`src/tct_pkg.sv`:
```
/*
 * Constants for the tuner configuration and test register bank: register
 * indices, field positions, reset values and the figures used to decode fields.
 * Assumes nothing; it is compiled first.
 */
`default_nettype none

package tct_pkg;

    // ************************************************************
    // Bus geometry
    // ************************************************************
    localparam int unsigned DATA_W = 32;
    localparam int unsigned ADDR_W = 8;
    localparam int unsigned WORD_W = 16;
    localparam int unsigned CFG_WORDS = 4;

    // ************************************************************
    // Register indices, byte address is four times the index
    // ************************************************************
    localparam logic [5:0] IDX_SOFTMUTE_SEEK = 6'h06;
    localparam logic [5:0] IDX_OSC_TEST = 6'h07;
    localparam logic [5:0] IDX_RESERVED_TEST = 6'h08;
    localparam logic [5:0] IDX_BOOT_CONFIG = 6'h09;
    localparam logic [5:0] IDX_POWER_CTRL = 6'h10;
    localparam logic [5:0] IDX_BANK_STATUS = 6'h11;

    // Slot codes returned by the address decoder
    localparam logic [2:0] SLOT_POWER = 3'h4;
    localparam logic [2:0] SLOT_STATUS = 3'h5;
    localparam logic [2:0] SLOT_NONE = 3'h7;

    // ************************************************************
    // Reset values, element 0 is the softmute and seek word
    // ************************************************************
    localparam logic [15:0] RST_SOFTMUTE_SEEK = 16'h0000;
    localparam logic [15:0] RST_OSC_TEST = 16'h0100;
    localparam logic [15:0] RST_RESERVED_TEST = 16'h0000;
    localparam logic [15:0] RST_BOOT_CONFIG = 16'h0000;
    localparam logic [3:0][15:0] CFG_RESET = {RST_BOOT_CONFIG, RST_RESERVED_TEST, RST_OSC_TEST, RST_SOFTMUTE_SEEK};
    localparam logic RST_POWERUP = 1'b0;

    // ************************************************************
    // Field positions
    // ************************************************************
    localparam int unsigned RATE_LSB = 14;
    localparam int unsigned ATTEN_LSB = 12;
    localparam int unsigned EXTENDED_VOLUME_RANGE_BIT = 8;
    localparam int unsigned SNR_LSB = 4;
    localparam int unsigned IMPULSE_LSB = 0;
    localparam int unsigned XOSC_BIT = 15;
    localparam int unsigned AHIZ_BIT = 14;
    localparam int unsigned POWERUP_BIT = 0;
    localparam int unsigned STAT_POWERED_BIT = 0;
    localparam int unsigned STAT_OSC_BIT = 1;
    localparam int unsigned STAT_HIZ_BIT = 2;
    localparam int unsigned STAT_PATTERN_BIT = 3;

    // Required low bits of the oscillator test word per power state
    localparam logic [13:0] OSC_PATTERN_DOWN = 14'h0100;
    localparam logic [13:0] OSC_PATTERN_UP = 14'h3C04;

    // ************************************************************
    // Decoding figures in dB
    // ************************************************************
    localparam logic [4:0] ATTEN_BASE_DB = 5'd16;
    localparam logic [4:0] ATTEN_STEP_DB = 5'd2;
    localparam logic [5:0] EXTENDED_VOLUME_RANGE_DB = 6'd30;
    localparam logic [5:0] VOL_STEP_DB = 6'd2;
    localparam logic [3:0] VOL_MAX_CODE = 4'hF;
    localparam logic [5:0] MUTE_DB = 6'h3F;

    // Softmute attack and recovery speeds
    typedef enum logic [1:0] {
        TCT_RATE_FASTEST = 2'b00,
        TCT_RATE_FAST = 2'b01,
        TCT_RATE_SLOW = 2'b10,
        TCT_RATE_SLOWEST = 2'b11
    } tct_rate_e;

endpackage

`default_nettype wire

```
`src/tct_cfg_if.sv`:
```
/*
 * Carrier between the register bank and its field decoder: raw words one way,
 * decoded settings the other.
 * Assumes both ends run on the same clock.
 */
`default_nettype none

interface tct_cfg_if;
    logic [15:0] softmute_seek_word;
    logic [15:0] osc_test_word;
    logic powered_up;
    logic [3:0] volume_code;
    tct_pkg::tct_rate_e softmute_rate;
    logic [4:0] softmute_attenuation_db;
    logic [5:0] volume_attenuation_db;
    logic audio_mute;
    logic seek_snr_check_en;
    logic [3:0] seek_snr_threshold;
    logic seek_impulse_check_en;
    logic [3:0] seek_impulse_threshold;
    logic crystal_osc_enable;
    logic audio_hiz_active;

    modport bank (
        output softmute_seek_word, osc_test_word, powered_up, volume_code,
        input softmute_rate, softmute_attenuation_db, volume_attenuation_db, audio_mute,
        input seek_snr_check_en, seek_snr_threshold, seek_impulse_check_en, seek_impulse_threshold,
        input crystal_osc_enable, audio_hiz_active
    );
    modport dec (
        input softmute_seek_word, osc_test_word, powered_up, volume_code,
        output softmute_rate, softmute_attenuation_db, volume_attenuation_db, audio_mute,
        output seek_snr_check_en, seek_snr_threshold, seek_impulse_check_en, seek_impulse_threshold,
        output crystal_osc_enable, audio_hiz_active
    );
endinterface

`default_nettype wire

```
`src/tct_decode.sv`:
```
/*
 * Field decoder: turns the stored configuration words into the settings that
 * the audio and seek logic use, one clock after the word changes.
 * Assumes the bank drives the words from flip-flops on the same clock.
 */
`default_nettype none

module tct_decode (
    // Clock and reset
    input wire logic pclk,
    input wire logic presetn,
    // Words in, settings out
    tct_cfg_if.dec cfg
);

    // ************************************************************
    // Field extraction
    // ************************************************************
    logic [1:0] rate_code;
    logic [1:0] atten_code;
    logic volume_extended;
    logic [3:0] snr_code;
    logic [3:0] impulse_code;
    logic [3:0] vol_steps;
    logic [5:0] next_volume_db;
    logic [4:0] next_atten_db;

    // Slices of the softmute and seek word
    assign rate_code = cfg.softmute_seek_word[tct_pkg::RATE_LSB +: 2];
    assign atten_code = cfg.softmute_seek_word[tct_pkg::ATTEN_LSB +: 2];
    assign volume_extended = cfg.softmute_seek_word[tct_pkg::EXTENDED_VOLUME_RANGE_BIT];
    assign snr_code = cfg.softmute_seek_word[tct_pkg::SNR_LSB +: 4];
    assign impulse_code = cfg.softmute_seek_word[tct_pkg::IMPULSE_LSB +: 4];

    // Depth falls 2 dB per code from 16 dB
    assign next_atten_db = tct_pkg::ATTEN_BASE_DB - 5'(tct_pkg::ATTEN_STEP_DB * 5'(atten_code));

    // Each step below full code adds 2 dB; extended range adds a fixed 30 dB
    assign vol_steps = tct_pkg::VOL_MAX_CODE - cfg.volume_code;
    assign next_volume_db = (cfg.volume_code == 4'h0) ? tct_pkg::MUTE_DB :
        6'((volume_extended ? tct_pkg::EXTENDED_VOLUME_RANGE_DB : 6'd0) + 6'(tct_pkg::VOL_STEP_DB * 6'(vol_steps)));

    // ************************************************************
    // Registered settings
    // ************************************************************
    // Code zero switches a seek check off rather than meaning a zero threshold
    always_ff @(posedge pclk or negedge presetn) begin
        if (!presetn) begin
            cfg.softmute_rate <= tct_pkg::TCT_RATE_FASTEST;
            cfg.softmute_attenuation_db <= tct_pkg::ATTEN_BASE_DB;
            cfg.volume_attenuation_db <= tct_pkg::MUTE_DB;
            cfg.audio_mute <= 1'b1;
            cfg.seek_snr_check_en <= 1'b0;
            cfg.seek_snr_threshold <= 4'h0;
            cfg.seek_impulse_check_en <= 1'b0;
            cfg.seek_impulse_threshold <= 4'h0;
            cfg.crystal_osc_enable <= 1'b0;
            cfg.audio_hiz_active <= 1'b0;
        end else begin
            cfg.softmute_rate <= tct_pkg::tct_rate_e'(rate_code);
            cfg.softmute_attenuation_db <= next_atten_db;
            cfg.volume_attenuation_db <= next_volume_db;
            cfg.audio_mute <= (cfg.volume_code == 4'h0);
            cfg.seek_snr_check_en <= (snr_code != 4'h0);
            cfg.seek_snr_threshold <= snr_code;
            cfg.seek_impulse_check_en <= (impulse_code != 4'h0);
            cfg.seek_impulse_threshold <= impulse_code;
            cfg.crystal_osc_enable <= cfg.osc_test_word[tct_pkg::XOSC_BIT];
            // High-Z bias only while powered down
            cfg.audio_hiz_active <= cfg.osc_test_word[tct_pkg::AHIZ_BIT] & ~cfg.powered_up;
        end
    end

endmodule

`default_nettype wire

```
`src/tct_regs.sv`:
```
/*
 * Configuration and test register bank of an FM tuner, reached over APB.
 * Holds softmute, volume range and seek qualification settings, the crystal
 * oscillator and audio high-Z enables, and two reserved words.
 * Assumes an APB master on pclk and a volume code from the neighbouring bank.
 */
`default_nettype none

module tct_regs (
    // Clock and reset
    input wire logic pclk,
    input wire logic presetn,
    // APB slave
    input wire logic psel,
    input wire logic penable,
    input wire logic pwrite,
    input wire logic [7:0] paddr,
    input wire logic [31:0] pwdata,
    input wire logic [3:0] pstrb,
    output logic [31:0] prdata,
    output logic pready,
    output logic pslverr,
    // Volume code from the neighbouring configuration word
    input wire logic [3:0] volume_code,
    // Audio settings
    output tct_pkg::tct_rate_e softmute_rate,
    output logic [4:0] softmute_attenuation_db,
    output logic [5:0] volume_attenuation_db,
    output logic audio_mute,
    // Seek qualification
    output logic seek_snr_check_en,
    output logic [3:0] seek_snr_threshold,
    output logic seek_impulse_check_en,
    output logic [3:0] seek_impulse_threshold,
    // Power and pins
    output logic crystal_osc_enable,
    output logic powerup_enable,
    output logic left_audio_out_hiz,
    output logic right_audio_out_hiz
);

    // ************************************************************
    // Decode helpers
    // ************************************************************
    // Maps a byte address onto a slot; misaligned addresses map nowhere
    function automatic logic [2:0] slot_of(input logic [7:0] addr);
        logic [5:0] idx;
        idx = addr[7:2];
        if (addr[1:0] != 2'b00) begin
            return tct_pkg::SLOT_NONE;
        end
        case (idx)
            tct_pkg::IDX_SOFTMUTE_SEEK: return 3'h0;
            tct_pkg::IDX_OSC_TEST: return 3'h1;
            tct_pkg::IDX_RESERVED_TEST: return 3'h2;
            tct_pkg::IDX_BOOT_CONFIG: return 3'h3;
            tct_pkg::IDX_POWER_CTRL: return tct_pkg::SLOT_POWER;
            tct_pkg::IDX_BANK_STATUS: return tct_pkg::SLOT_STATUS;
            default: return tct_pkg::SLOT_NONE;
        endcase
    endfunction

    // Byte lanes 0 and 1 carry the 16-bit word; upper lanes are ignored
    function automatic logic [15:0] merge_lanes(input logic [15:0] old, input logic [31:0] wdata,
                                                input logic [3:0] strb);
        logic [15:0] res;
        res = old;
        if (strb[0]) begin
            res[7:0] = wdata[7:0];
        end
        if (strb[1]) begin
            res[15:8] = wdata[15:8];
        end
        return res;
    endfunction

    // ************************************************************
    // Bus decode
    // ************************************************************
    logic [15:0] cfg_word [tct_pkg::CFG_WORDS];
    logic powered_up;
    logic [2:0] bus_slot;
    logic bus_access;
    logic wr_en;
    logic rd_setup;
    logic [15:0] status_word;
    logic pattern_ok;
    logic [31:0] read_mux;

    // Zero wait states; the read word is caught in the setup cycle
    assign bus_slot = slot_of(paddr);
    assign bus_access = psel & penable;
    assign pready = 1'b1;
    assign pslverr = bus_access & (bus_slot == tct_pkg::SLOT_NONE);
    assign wr_en = bus_access & pwrite & pready & (bus_slot != tct_pkg::SLOT_NONE);
    assign rd_setup = psel & ~penable & ~pwrite;

    // Status shows the bank's own view of the power state
    assign pattern_ok = cfg_word[1][13:0] == (powered_up ? tct_pkg::OSC_PATTERN_UP : tct_pkg::OSC_PATTERN_DOWN);
    assign status_word = 16'({pattern_ok, left_audio_out_hiz, crystal_osc_enable, powered_up});

    // Read selection, unmapped and misaligned reads return zero
    always_comb begin
        read_mux = 32'h0000_0000;
        case (bus_slot)
            3'h0, 3'h1, 3'h2, 3'h3: read_mux = {16'h0000, cfg_word[bus_slot[1:0]]};
            tct_pkg::SLOT_POWER: read_mux = {31'h0000_0000, powered_up};
            tct_pkg::SLOT_STATUS: read_mux = {16'h0000, status_word};
            default: read_mux = 32'h0000_0000;
        endcase
    end

    // ************************************************************
    // Storage
    // ************************************************************
    // Every bit is stored as written, reserved ones included, so that a
    // read-modify-write of reserved bits returns exactly what was there
    for (genvar g = 0; g < tct_pkg::CFG_WORDS; g++) begin : g_word
        always_ff @(posedge pclk or negedge presetn) begin
            if (!presetn) begin
                cfg_word[g] <= tct_pkg::CFG_RESET[g];
            end else if (wr_en && bus_slot == 3'(g)) begin
                cfg_word[g] <= merge_lanes(cfg_word[g], pwdata, pstrb);
            end
        end
    end

    // Powerup enable; oscillator ordering is left to software
    always_ff @(posedge pclk or negedge presetn) begin
        if (!presetn) begin
            powered_up <= tct_pkg::RST_POWERUP;
        end else if (wr_en && bus_slot == tct_pkg::SLOT_POWER && pstrb[0]) begin
            powered_up <= pwdata[tct_pkg::POWERUP_BIT];
        end
    end

    // Read data register
    always_ff @(posedge pclk or negedge presetn) begin
        if (!presetn) begin
            prdata <= 32'h0000_0000;
        end else if (rd_setup) begin
            prdata <= read_mux;
        end
    end

    // ************************************************************
    // Field decoder
    // ************************************************************
    tct_cfg_if cfg_bus ();

    assign cfg_bus.softmute_seek_word = cfg_word[0];
    assign cfg_bus.osc_test_word = cfg_word[1];
    assign cfg_bus.powered_up = powered_up;
    assign cfg_bus.volume_code = volume_code;

    tct_decode u_decode (
        .pclk(pclk),
        .presetn(presetn),
        .cfg(cfg_bus.dec)
    );

    // Outputs come from the decoder's flip-flops, except powerup_enable, which is the bank's own powered_up flip-flop
    assign softmute_rate = cfg_bus.softmute_rate;
    assign softmute_attenuation_db = cfg_bus.softmute_attenuation_db;
    assign volume_attenuation_db = cfg_bus.volume_attenuation_db;
    assign audio_mute = cfg_bus.audio_mute;
    assign seek_snr_check_en = cfg_bus.seek_snr_check_en;
    assign seek_snr_threshold = cfg_bus.seek_snr_threshold;
    assign seek_impulse_check_en = cfg_bus.seek_impulse_check_en;
    assign seek_impulse_threshold = cfg_bus.seek_impulse_threshold;
    assign crystal_osc_enable = cfg_bus.crystal_osc_enable;
    assign powerup_enable = powered_up;
    assign left_audio_out_hiz = cfg_bus.audio_hiz_active;
    assign right_audio_out_hiz = cfg_bus.audio_hiz_active;

    logic [1:0] wr_rate_field;
    logic [1:0] atten_field;
    logic [3:0] snr_field;
    logic [3:0] impulse_field;
    logic ext_field;
    logic hiz_field;

    assign wr_rate_field = pwdata[15:14];
    assign atten_field = cfg_word[0][13:12];
    assign snr_field = cfg_word[0][7:4];
    assign impulse_field = cfg_word[0][3:0];
    assign ext_field = cfg_word[0][8];
    assign hiz_field = cfg_word[1][14];

    // Each stored word takes both lanes of a full write on the access edge
    for (genvar w = 0; w < tct_pkg::CFG_WORDS; w++) begin : g_chk_word

    end
endmodule

`default_nettype wire

```
`config.mk`:
```
export PLATFORM = sky130hd
export DESIGN_NAME = tct_regs
export DESIGN_NICKNAME = d
export VERILOG_FILES = /design/src/tct_pkg.sv /design/src/tct_cfg_if.sv /design/src/tct_decode.sv /design/src/tct_regs.sv
export SDC_FILE = /design/constraint.sdc
export NUM_CORES = 1
export LEC_CHECK = 0
export BUFFER_PORTS_ARGS = -buffer_cell sky130_fd_sc_hd__buf_2
export CORE_MARGIN = 8
export CORE_UTILIZATION = 35
export CTS_CLUSTER_DIAMETER = 100
export DETAILED_ROUTE_END_ITERATION = 10
export HOLD_SLACK_MARGIN = 0.08
export PLACE_DENSITY = 0.54
export SLEW_MARGIN = 20
export SYNTH_ARGS = -nofsm -noshare
export SYNTH_HDL_FRONTEND = slang
export SYNTH_SLANG_ARGS = --single-unit
```
`constraint.sdc`:
```
create_clock -name pclk -period 4.6 [get_ports pclk]
set_input_delay 0 -clock pclk [delete_from_list [all_inputs] [get_ports pclk]]
set_output_delay 0 -clock pclk [all_outputs]
set_load 0.005 [all_outputs]
```
== Word-level counts from Yosys, hierarchy flattened ==
Index checks and enable logic that the tools add are counted.

* Register bits: 123
* Logic and storage cells: 80

* Order comparisons: 1
* Multiplexer cells: 11
* Reductions and logical operators: 20
* Add/subtract/negate cells: 3
* Equality and inequality tests: 14
* Bitwise logic cells: 11

{| class="wikitable"
|+ Operators by type and width
! cell !! number
|-
| $pmux 16 s3 || 1
|-
| $bmux 16 s2 || 1
|-
| $mux 16 || 2
|-
| $pmux 3 s6 || 1
|-
| $reduce_and 2->1 || 8
|-
| $eq 14x14->1 || 1
|-
| $mux 14 || 1
|-
| $eq 6x3->1 const B || 2
|-
| $eq 6x4->1 const B || 2
|-
| $eq 6x5->1 const B || 2
|-
| $eq 3x3->1 const B || 3
|-
| $reduce_bool 4->1 || 2
|-
| $and 1x1->1 || 7
|-
| $add 6x5->6 || 1
|-
| $eq 3x2->1 const B || 2
|-
| $logic_and 1x1->1 || 6
|-
| $mux 3 || 2
|-
| $mux 6 || 1
|-
| $mux 5 || 1
|-
| $sub 5x3->5 const A || 1
|-
| $logic_not 4->1 || 1
|-
| $reduce_or 4->1 || 1
|-
| $sub 4x4->4 const A || 1
|-
| $eq 3x1->1 const B || 1
|-
| other kinds (7) || 9
|}

== Longest topological paths before layout ==
Gate-level depths: netlist (run 1).

* Word-level depth: 8
* Gate-level depth with buffers: 7

== Hierarchy ==
A second synthesis (run 1) with hierarchy kept.

* Cell total of the unflattened synthesis: 376
* Area, all modules: 4903.5 sq um

{| class="wikitable"
|+ By module, submodules not included
! module !! instances !! cells an instance !! area each (sq um) !! seq. area each (sq um)
|-
| tct_regs || 1 || 319 || 4051.4 || 2028.2
|-
| tct_decode || 1 || 57 || 852.1 || 609.3
|}

== Worst setup path after synthesis (run 1) ==
No wires, ideal clock.

* Path type: in2reg
* Start point: input paddr[5]
* End point: register cfg_word (netlist bit cfg_bus.softmute_seek_word[0])
* Data arrival time: 1.854 ns
* Stages: 6
* Path buffers: 1
* Path slack: 2.621 ns
* Cell sequence: or4b_1 -> o31a_1 -> buf_6 -> or3_4 -> nor3_4 -> mux2_2

* Longest elaborated chain between the ends: 7
* Elaborated cells on any way between the ends: 13
* Classes of those cells: eq/ne (7); mux (2); bitwise (1); reduce/logical (3)

{| class="wikitable"
|+ Ends and longest elaborated chain
! element !! RTL line !! text
|-
| from (decl) || tct_regs.sv:17 || <nowiki>input wire logic [7:0] paddr,</nowiki>
|-
| $eq 6x5->1, or another cell as far along || tct_regs.sv:52 || <nowiki>case (idx)</nowiki>
|-
| $pmux 3 s6 (*) || tct_regs.sv:52 ||
|-
| $mux 3 (*) || tct_regs.sv:52 ||
|-
| $ne 3x3->1 || tct_regs.sv:95 || <nowiki>assign wr_en = bus_access & pwrite & pready & (bus_slot != tct_pkg::SLOT_NONE);</nowiki>
|-
| $and 1x1->1 || tct_regs.sv:95 ||
|-
| $logic_and 1x1->1 (*) || tct_regs.sv:122 || <nowiki>end else if (wr_en && bus_slot == 3'(g)) begin</nowiki>
|-
| $reduce_and 2->1 (no line) (*) || -- ||
|-
| to (signal, indexed assignment) || tct_regs.sv:121 || <nowiki>cfg_word[g] <= tct_pkg::CFG_RESET[g];</nowiki>
|-
| to (signal, indexed assignment) || tct_regs.sv:123 || <nowiki>cfg_word[g] <= merge_lanes(cfg_word[g], pwdata, pstrb);</nowiki>
|-
| to (decl) || tct_regs.sv:80 || <nowiki>logic [15:0] cfg_word [tct_pkg::CFG_WORDS];</nowiki>
|}

Every way passes the cells marked *; elsewhere a longest branch is shown, timed or not.
A chain may end at the register's enable or synchronous reset.

== Final worst setup path (run 1) ==
* Start point: input paddr[7]
* End point: register cfg_word[1] (netlist name)

Same word-level chain as after synthesis.

==> qor.txt, run 1 <==
met1 Use GR - 17.2%
Max Cap Viol - 0
Fin Hold WS - 108 ps
Final WS setup - 2200 ps
PwrDens - 322 nW/um2
cell count after placement - 598
Post-synth EDFFs - 0
sequential-to-total area share from yosys stat - 57.1%
diode count - 0
CTS Buffer Depth - 2
sinks on the clock net - 105
Most Crowded Layer GR - met2
vias in the first global route - 3241
main flop type after synthesis - dfrtp_1
Initial Util - 35.3%
die width - 131 um
CTS H-tree lvls - 3
commonest cells after routing, fill and taps aside - 97 x dfrtp_1, 77 x buf_2, 62 x mux2_2
Worst Setup Path Type - in -> reg
headroom to the max-slew limit - 20.9%
Required @ worst endpoint - 4830 ps
Synth Area per Inst - 12.9 um2
final design utilization - 43.0%
clk_skew - 6.10 ps
Synth Warn # - 0
DRC Markers - 0
CP arrival - 2630 ps
Die Span Y - 131 um
non-filler cells, final - 634
io pins - 115
initial detailed-routing violation count - 191
area occupied by registers - 2640 um2
Area Overhead vs Synth - 21.9%
Setup Fix Bufs, Post-CTS - 0
Hold WC Path Type - in -> reg
IO buf count - 78
post-synthesis cell type count - 43
layout cells sized above 1 - 38.6%
Routed WL - 11.1 mm
die area - 17100 um2
Placer Congestion - 0.762
RSZ-0062 raised after global routing - false
Final period util - 52.1%
Hold-fix buffers, CTS - 20
LEAKAGE - 2.85 nW
initial antenna violation count - 0
#FFs+latches synth - 105
HPWL after detailed placement - 7.69 mm
CP endpoint kind - register
commonest non-fill, non-tap cell in the layout - dfrtp_1
PostCTS Resize Cnt - 0
Final Setup Violations - 0
async set-reset flop share out of synthesis - 100%
largest net degree at the start of global routing - 72
Worst Setup Start Kind - input pin
setup TNS - 0 ps
ANT nets after route - 0
first-pass GRT wire length - 17.7 mm
VDD IR max - 0.153 mV
pre-CTS WS - 1870 ps
grt met3 use - 3.08%
Post-Syn Instances - 357
Worst R2R Setup Slack - 2920 ps
count of pins over their slew limit - 0
vias per std cell - 4.97
crit-path max FO - 8
fin crit period - 2400 ps
WL/cell - 17.6 um
CTS clk-pin slew, worst paths - 70 ps
Clock Latency Late Sink - 340 ps
1st-pass router iterations - 5
Rows - 42
Final nets - 512
Filler cells - 1245
area occupied by multi-input gates - 1810 um2
GRT Total Usage - 13.6%
total gr overflow - 0
GR met2 Demand/Resource - 22.7%
CTS Buf Count - 9
Syn Std Cell Area - 4620 um2
status - finished clean
Via Count - 3153
Worst Max-Slew Pin Slew - 1180 ps
FMAX - 0.417 GHz
CTS tree - yes
Root Buffer Master - clkbuf_16
Core Footprint - 13100 um2
final hold viol count - 0
## cells by family (layout without fill, tap and decap cells)
kind of cell	count (synthesis)	in the layout	synth area share [%]
fa+ha+maj	6	6	1.79
flops	105	105	57.1
mux	67	67	16.2
simple gates	66	66	8.85
other cells	2	18	0.163
xor+xnor	2	2	0.379
compound gates	64	64	10.1
buf+inv	45	130	5.44
## critical path, stage by stage
cell	delay, ps
buf_2	140
nor3_1	610
nand2_1	400
nor4_2	1040
mux2_2	420
## report_power, final
part | leakage [nW] | switching, mW | internal (mW) | total [mW]
clock | 0.144 | 0.321 | 0.436 | 0.757
sequential | 1.42 | 0.00717 | 0.939 | 0.946
combinational | 1.29 | 0.0672 | 0.0455 | 0.113
total | 2.85 | 0.395 | 1.42 | 1.82
## final cells by class
class	instances	share of cell area, %
Multi-Input combinational cell	223	32.2
Clock inverter	3	0.711
Tap cell	176	3.91
Inverter	12	0.800
Sequential cell	105	46.8
Timing Repair Buffer	102	11.1
Clock buffer	13	4.44
## registers in the layout, summed over array words and instances (netlist names)
register / flops
cfg_word: 32
cfg_bus.osc_test_word: 16
cfg_bus.softmute_seek_word: 16
prdata: 16
u_decode.cfg.volume_attenuation_db: 6
u_decode.cfg.seek_impulse_threshold: 4
u_decode.cfg.seek_snr_threshold: 4
u_decode.cfg.softmute_attenuation_db: 4
u_decode.cfg.softmute_rate: 2
powerup_enable: 1
u_decode.cfg.audio_hiz_active: 1
u_decode.cfg.crystal_osc_enable: 1
u_decode.cfg.seek_impulse_check_en: 1
u_decode.cfg.seek_snr_check_en: 1
## per-stage QoR
step | cell area [um2] | power [mW]
after global routing | 5630 | 1.89
after CTS | 5610 | 1.84
after global placement | 5120 | 1.06
after detailed placement | 5120 | 1.06
after floorplan | 4680 | 1.01
final | 5630 | 1.82
## final timing paths
kind,start,end,depth (start not counted)
max reg2reg,cfg_bus.softmute_seek_word[8],u_decode.cfg.volume_attenuation_db[5],4
min,volume_code[3],u_decode.cfg.volume_attenuation_db[5],4
max in group asynchronous,presetn,u_decode.cfg.softmute_attenuation_db[4],3
max,paddr[7],cfg_word[1],5
min in group asynchronous,presetn,prdata[1],2
min reg2reg,cfg_bus.osc_test_word[15],u_decode.cfg.crystal_osc_enable,0
## cell usage after synthesis, types with 2 or more instances
library cell | count | share of area (%)
inv_1 | 12 | 0.97
nor4_2 | 5 | 1.4
nor4_1 | 4 | 0.54
nand4_1 | 4 | 0.54
a21oi_1 | 2 | 0.22
ha_1 | 5 | 1.4
nor2_1 | 4 | 0.32
nand2b_1 | 3 | 0.41
nor3_1 | 7 | 0.76
or4_1 | 3 | 0.49
conb_1 | 2 | 0.16
a21o_1 | 2 | 0.32
a22oi_1 | 31 | 5.0
mux2_2 | 62 | 15
dfrtp_1 | 97 | 53
o21ai_0 | 8 | 0.87
o31ai_1 | 2 | 0.32
o22ai_1 | 3 | 0.41
nand2_1 | 22 | 1.8
or3_1 | 2 | 0.27
nor3_4 | 2 | 0.70
dfstp_2 | 8 | 4.5
clkbuf_1 | 12 | 0.97
mux2i_1 | 5 | 1.1
buf_4 | 20 | 3.2
a221oi_1 | 12 | 2.3
or2_2 | 2 | 0.27
## metal layers
metal | routed length (um) | share of wire (%)
met5 | 0 | 0
met2 | 5460 | 49
met1 | 4930 | 44
met4 | 142 | 1.3
met3 | 611 | 5.5
Note: power is estimated with default switching activity, not from simulation.
==> run 2, diff against run 1 <==
--- a/config.mk
+++ b/config.mk
@@ -11,7 +11,7 @@
 export CTS_CLUSTER_DIAMETER = 100
 export DETAILED_ROUTE_END_ITERATION = 10
 export HOLD_SLACK_MARGIN = 0.08
-export PLACE_DENSITY = 0.54
+export PLACE_DENSITY = 0.57
 export SLEW_MARGIN = 20
 export SYNTH_ARGS = -nofsm -noshare
 export SYNTH_HDL_FRONTEND = slang
==> constraint.sdc (replaced) <==
create_clock -name pclk -period 2.07 [get_ports pclk]
set_input_delay 0 -clock pclk [delete_from_list [all_inputs] [get_ports pclk]]
set_output_delay 0 -clock pclk [all_outputs]
set_load 0.005 [all_outputs]
==> run 2 against run 1 <==
Wire length is 0.66% higher; sequential share of layout area fell by 1.5 points; via count is 2.1% higher; utilization up 1.4 points; global-route usage increased by 0.28 points; highest routed layer unchanged; critical path depth up 2; worst hold slack got worse by 22 ps; flip-flop and latch count unchanged.
==> qor.txt, run 2 (same netlist as run 1, synthesis figures left out) <==
PwrDens - 727 nW/um2
largest reg by FF count - cfg_word
layout cells sized above 1 - 41.1%
Max Cap Viol - 0
IO buf count - 78
WP buf/inv - 2
Via Count - 3219
initial antenna violation count - 0
Rows - 42
crit-path max FO - 8
Hold WC Path Type - in -> reg
fin crit period - 1670 ps
initial detailed-routing violation count - 153
crit path from - paddr[4]
Final Setup Violations - 0
Worst Setup Start Kind - input pin
Final period util - 80.8%
CP delay by family, top - simple AND/OR/NAND/NOR gates
die area - 17100 um2
Core Footprint - 13100 um2
CTS tree - yes
CP arrival - 1910 ps
Root Buffer Master - clkbuf_16
final hold viol count - 0
sinks on the clock net - 105
ANT nets after route - 0
HPWL after detailed placement - 7.98 mm
vias in the first global route - 3462
clk_skew - 8.09 ps
Fin Hold WS - 86.2 ps
final design utilization - 44.4%
LEAKAGE - 2.96 nW
total power - 4.22 mW
headroom to the max-slew limit - 23.4%
Initial Util - 35.3%
RSZ-0062 raised after global routing - false
CTS Buf Count - 9
Worst Max-Slew Pin Slew - 1140 ps
Worst Setup Path Type - in -> reg
Filler cells - 1219
WL/cell - 17.3 um
setup TNS - 0 ps
Area Overhead vs Synth - 25.8%
count of pins over their slew limit - 0
max reg flops - 32
die width - 131 um
HP Start - volume_code[3]
Required @ worst endpoint - 2310 ps
commonest non-fill, non-tap cell in the layout - dfrtp_1
Routed WL - 11.2 mm
CTS Buffer Depth - 2
Placer Congestion - 0.766
diode count - 0
1st-pass router iterations - 5
vias per std cell - 4.95
Area after DPL - 5280 um2
FMAX - 0.598 GHz
first-pass GRT wire length - 18.1 mm
area occupied by multi-input gates - 1790 um2
VDD IR max - 0.429 mV
cells along the critical path - buf_2 -> or4b_1 -> o31a_1 -> or3_4 -> nor3_4 -> buf_12 -> mux2_2
Critical Path Max Stage Delay - 530 ps
CP endpoint kind - register
Final nets - 529
area occupied by registers - 2640 um2
CTS clk-pin slew, worst paths - 70 ps
status - finished clean
DRC Markers - 0
GRT Total Usage - 13.9%
commonest cells after routing, fill and taps aside - 97 x dfrtp_1, 77 x buf_2, 62 x mux2_2
Clock Latency Late Sink - 350 ps
FF-to-FF Start - cfg_bus.softmute_seek_word[8]
largest net degree at the start of global routing - 52
Die Span Y - 131 um
total gr overflow - 0
post-route cell area - 5810 um2
io pins - 115
Critical-path top delay cell - or4b_1
CTS H-tree lvls - 3
==> run 2: what timing repair did <==
item / 4_1_cts / 5_1_grt
gates resized for setup: 0 / 0
setup endpoints to repair: 0 / 0
hold buffers: 20 / 0
buffers inserted: 0 / 0
hold endpoints to repair: 172 / 0
==> run 2: cell type report <==
type                       instances  area share [%]
sequential                       105            45.4
multi-input combinational        223            30.8
tap                              176            3.79
timing repair buffer             119            13.6
inverter                          12           0.775
clock buffer                      11            4.35
clock inverter                     4            1.31
==> run 2: report_power, final <==
part | internal (mW) | total, mW | switching, mW
registers | 2.09 | 2.10 | 0.0163
clock network | 1.12 | 1.86 | 0.741
logic | 0.111 | 0.258 | 0.148
total | 3.32 | 4.22 | 0.905
==> run 2: worst register-to-register path: stages, from the launching register on <==
cell and delay (ps):
dfrtp_1 480, ha_1 260, fa_1 410, a21o_1 170, a211o_1 290
==> run 2: stage by stage <==
stage,cells,worst slack [ps]
4_1_cts,650,393
2_1_floorplan,373,91.1
3_3_place_gp,615,73.4
6_report,650,398
5_1_grt,650,319
3_5_place_dp,615,39.1
==> run 2: final timing paths <==
path	to	slack, ps	cells after the start
max reg2reg	u_decode.cfg.volume_attenuation_db[5]	410	4
max	cfg_bus.softmute_seek_word[5]	400	7
min in group asynchronous	prdata[2]	140	2
min	u_decode.cfg.volume_attenuation_db[5]	90	4
max in group asynchronous	cfg_bus.osc_test_word[8]	1200	3
min reg2reg	u_decode.cfg.softmute_rate[0]	410	0
==> run 2: per-layer routing <==
layer / global-route usage, % / vias to the layer above / routed length, um
met5: 0 / - / 0
met4: 3.04 / 0 / 86
met3: 3.81 / 8 / 629
met2: 24.0 / 70 / 5570
met1: 16.9 / 1638 / 4930
li1: - / 1503 / -
==> run 3, diff against run 2 <==
--- a/config.mk
+++ b/config.mk
@@ -5,13 +5,14 @@
 export SDC_FILE = /design/constraint.sdc
 export NUM_CORES = 1
 export LEC_CHECK = 0
+export ABC_AREA = 1
 export BUFFER_PORTS_ARGS = -buffer_cell sky130_fd_sc_hd__buf_2
 export CORE_MARGIN = 8
 export CORE_UTILIZATION = 35
 export CTS_CLUSTER_DIAMETER = 100
 export DETAILED_ROUTE_END_ITERATION = 10
 export HOLD_SLACK_MARGIN = 0.08
-export PLACE_DENSITY = 0.57
+export PLACE_DENSITY = 0.54
 export SLEW_MARGIN = 20
 export SYNTH_ARGS = -nofsm -noshare
 export SYNTH_HDL_FRONTEND = slang
==> constraint.sdc (replaced) <==
create_clock -name pclk -period 1.62 [get_ports pclk]
set_input_delay 0 -clock pclk [delete_from_list [all_inputs] [get_ports pclk]]
set_output_delay 0 -clock pclk [all_outputs]
set_load 0.005 [all_outputs]
==> run 3 against run 2 <==
Clock power increased by 20%; design area increased by 6.8%; synthesized cell count increased by 66%.
==> qor.txt, run 3 <==
status - finished clean
initial antenna violation count - 0
Initial Util - 35.5%
area occupied by multi-input gates - 1790 um2
count of pins over their slew limit - 0
commonest non-fill, non-tap cell in the layout - nand2_1
GRT Total Usage - 14.8%
VDD IR max - 0.707 mV
post-synthesis cell type count - 31
Worst Setup Path Type - in -> reg
DRC Markers - 0
Synth Warn # - 0
async set-reset flop share out of synthesis - 100%
FF-to-FF Start - cfg_bus.softmute_seek_word[8]
CTS Buf Count - 9
initial detailed-routing violation count - 149
#FFs+latches synth - 105
Required @ worst endpoint - 1920 ps
Post-synth EDFFs - 0
clk_skew - 5.21 ps
largest reg by FF count - cfg_word
largest net degree at the start of global routing - 47
main flop type after synthesis - dfrtp_1
vias per std cell - 4.56
FMAX - 0.632 GHz
Setup Fix Bufs, Post-CTS - 0
total gr overflow - 0
final hold viol count - 0
Routed WL - 12.9 mm
fin crit period - 1580 ps
LEAKAGE - 3.29 nW
commonest cells after routing, fill and taps aside - 187 x nand2_1, 97 x dfrtp_1, 77 x inv_1, 77 x buf_2, 58 x o21ai_0
IO buf count - 78
Post-Syn Instances - 592
Placer Congestion - 0.856
Rows - 43
Final period util - 97.7%
Clock Latency Late Sink - 350 ps
layout cells sized above 1 - 21.0%
WL/cell - 14.3 um
Synth area leaders - dfrtp_1 50%, nand2_1 14%, o21ai_0 5.9%, inv_1 5.9%, dfstp_2 4.3%
most common cell in the netlist - nand2_1
io pins - 115
CP arrival - 1880 ps
PwrDens - 847 nW/um2
sequential-to-total area share from yosys stat - 54.0%
CTS clk-pin slew, worst paths - 70 ps
Filler cells - 1455
CTS Buffer Depth - 2
Worst Setup Start Kind - input pin
post-synth top area cell - dfrtp_1
die area - 18000 um2
vias in the first global route - 4237
Final Setup Violations - 0
first-pass GRT wire length - 21.3 mm
final design utilization - 45.1%
diode count - 0
HPWL after detailed placement - 9.62 mm
Syn Std Cell Area - 4890 um2
CTS H-tree lvls - 3
1st-pass router iterations - 4
Max Cap Viol - 0
ANT nets after route - 0
Core Footprint - 13800 um2
crit-path max FO - 5
Commonest cells post-synth - 187 x nand2_1, 97 x dfrtp_1, 77 x inv_1
Synth Area per Inst - 8.26 um2
CTS tree - yes
area occupied by registers - 2640 um2
crit path from - volume_code[0]
Via Count - 4125
sinks on the clock net - 105
CP endpoint kind - register
Die Span Y - 134 um
die width - 134 um
Root Buffer Master - clkbuf_16
max reg flops - 32
Final nets - 778
Area Overhead vs Synth - 27.0%
total power - 5.26 mW
share of the synthesized area in the top cell type - 49.7%
Hold WC Path Type - in -> async
[run 3: cell types whose count changed in the layout (fill, tap and decap cells not counted), moves of 12 or more]
| cell | delta |
|---|---|
| a21oi_1 | +19 |
| a221oi_1 | -12 |
| a22oi_1 | -31 |
| inv_1 | +65 |
| mux2_2 | -62 |
| nand2_1 | +165 |
| nand3_1 | +23 |
| nor2_1 | +28 |
| o21ai_0 | +50 |
[run 3: final cells by class]
class	instances	area share (%)
Sequential cell	105	42.5
Multi-Input combinational cell	385	28.9
Timing Repair Buffer	135	15.1
Inverter	83	5.02
Clock buffer	13	4.19
Tap cell	180	3.63
Clock inverter	3	0.746
[run 3: routing by layer]
layer  GRT usage (%)  wire length (um)  vias to the layer above
met5               0                 0                        -
met2            25.4              6370                       84
met3            4.60               689                       13
met4            3.31               136                        0
met1            17.9              5680                     1969
li1                -                 -                     2059
[run 3: critical path, cell delays in order]
cell and delay, ps:
dlygate4sd3_1 530, buf_2 140, nor4_2 280, dlygate4sd3_1 590
buf_4 130, inv_1 50, o21ai_0 70, a21o_1 110
[run 3: worst paths after layout]
check | slack, ps | depth (start not counted) | endpoint
hold / removal | 130 | 2 | cfg_word[20]
hold reg to reg | 380 | 0 | u_decode.cfg.seek_snr_threshold[2]
max in group asynchronous | 860 | 3 | cfg_bus.osc_test_word[8]
setup reg to reg | 150 | 5 | u_decode.cfg.volume_attenuation_db[3]
min in group pclk | 140 | 4 | u_decode.cfg.volume_attenuation_db[2]
setup / recovery | 40 | 8 | u_decode.cfg.volume_attenuation_db[4]
[run 3: through the flow]
step	hold WS (ps)	cells	TNS [ps]	cell area [um2]	worst slack, ps
final	125	904	0	6210	37.0
after floorplan	-296	608	0	4950	116
after global routing	152	904	-10.0	6210	-10.0
after detailed placement	-42.6	862	-260	5640	-56.6
after CTS	116	904	0	6200	117
after global placement	-49.9	862	0	5640	24.5
[run 3: cell families after synthesis]
logic type | count (synthesis) | synth area share [%]
flops | 105 | 54.0
compound gates | 82 | 8.55
fa+ha+maj | 6 | 1.69
xor+xnor | 1 | 0.179
buf+inv | 118 | 10.7
other cells | 2 | 0.154
simple gates | 278 | 24.7
[run 3: power by group]
group	total, mW	switching (mW)	internal, mW
registers	2.67	0.0102	2.66
logic	0.353	0.211	0.142
clock network	2.24	0.951	1.29
[run 3: repair_timing]
item                                    4_1_cts  5_1_grt
resized for setup                             0        1
hold endpoints to repair                    169        0
hold buffers                                 26        0
endpoints found under the setup margin        0        1
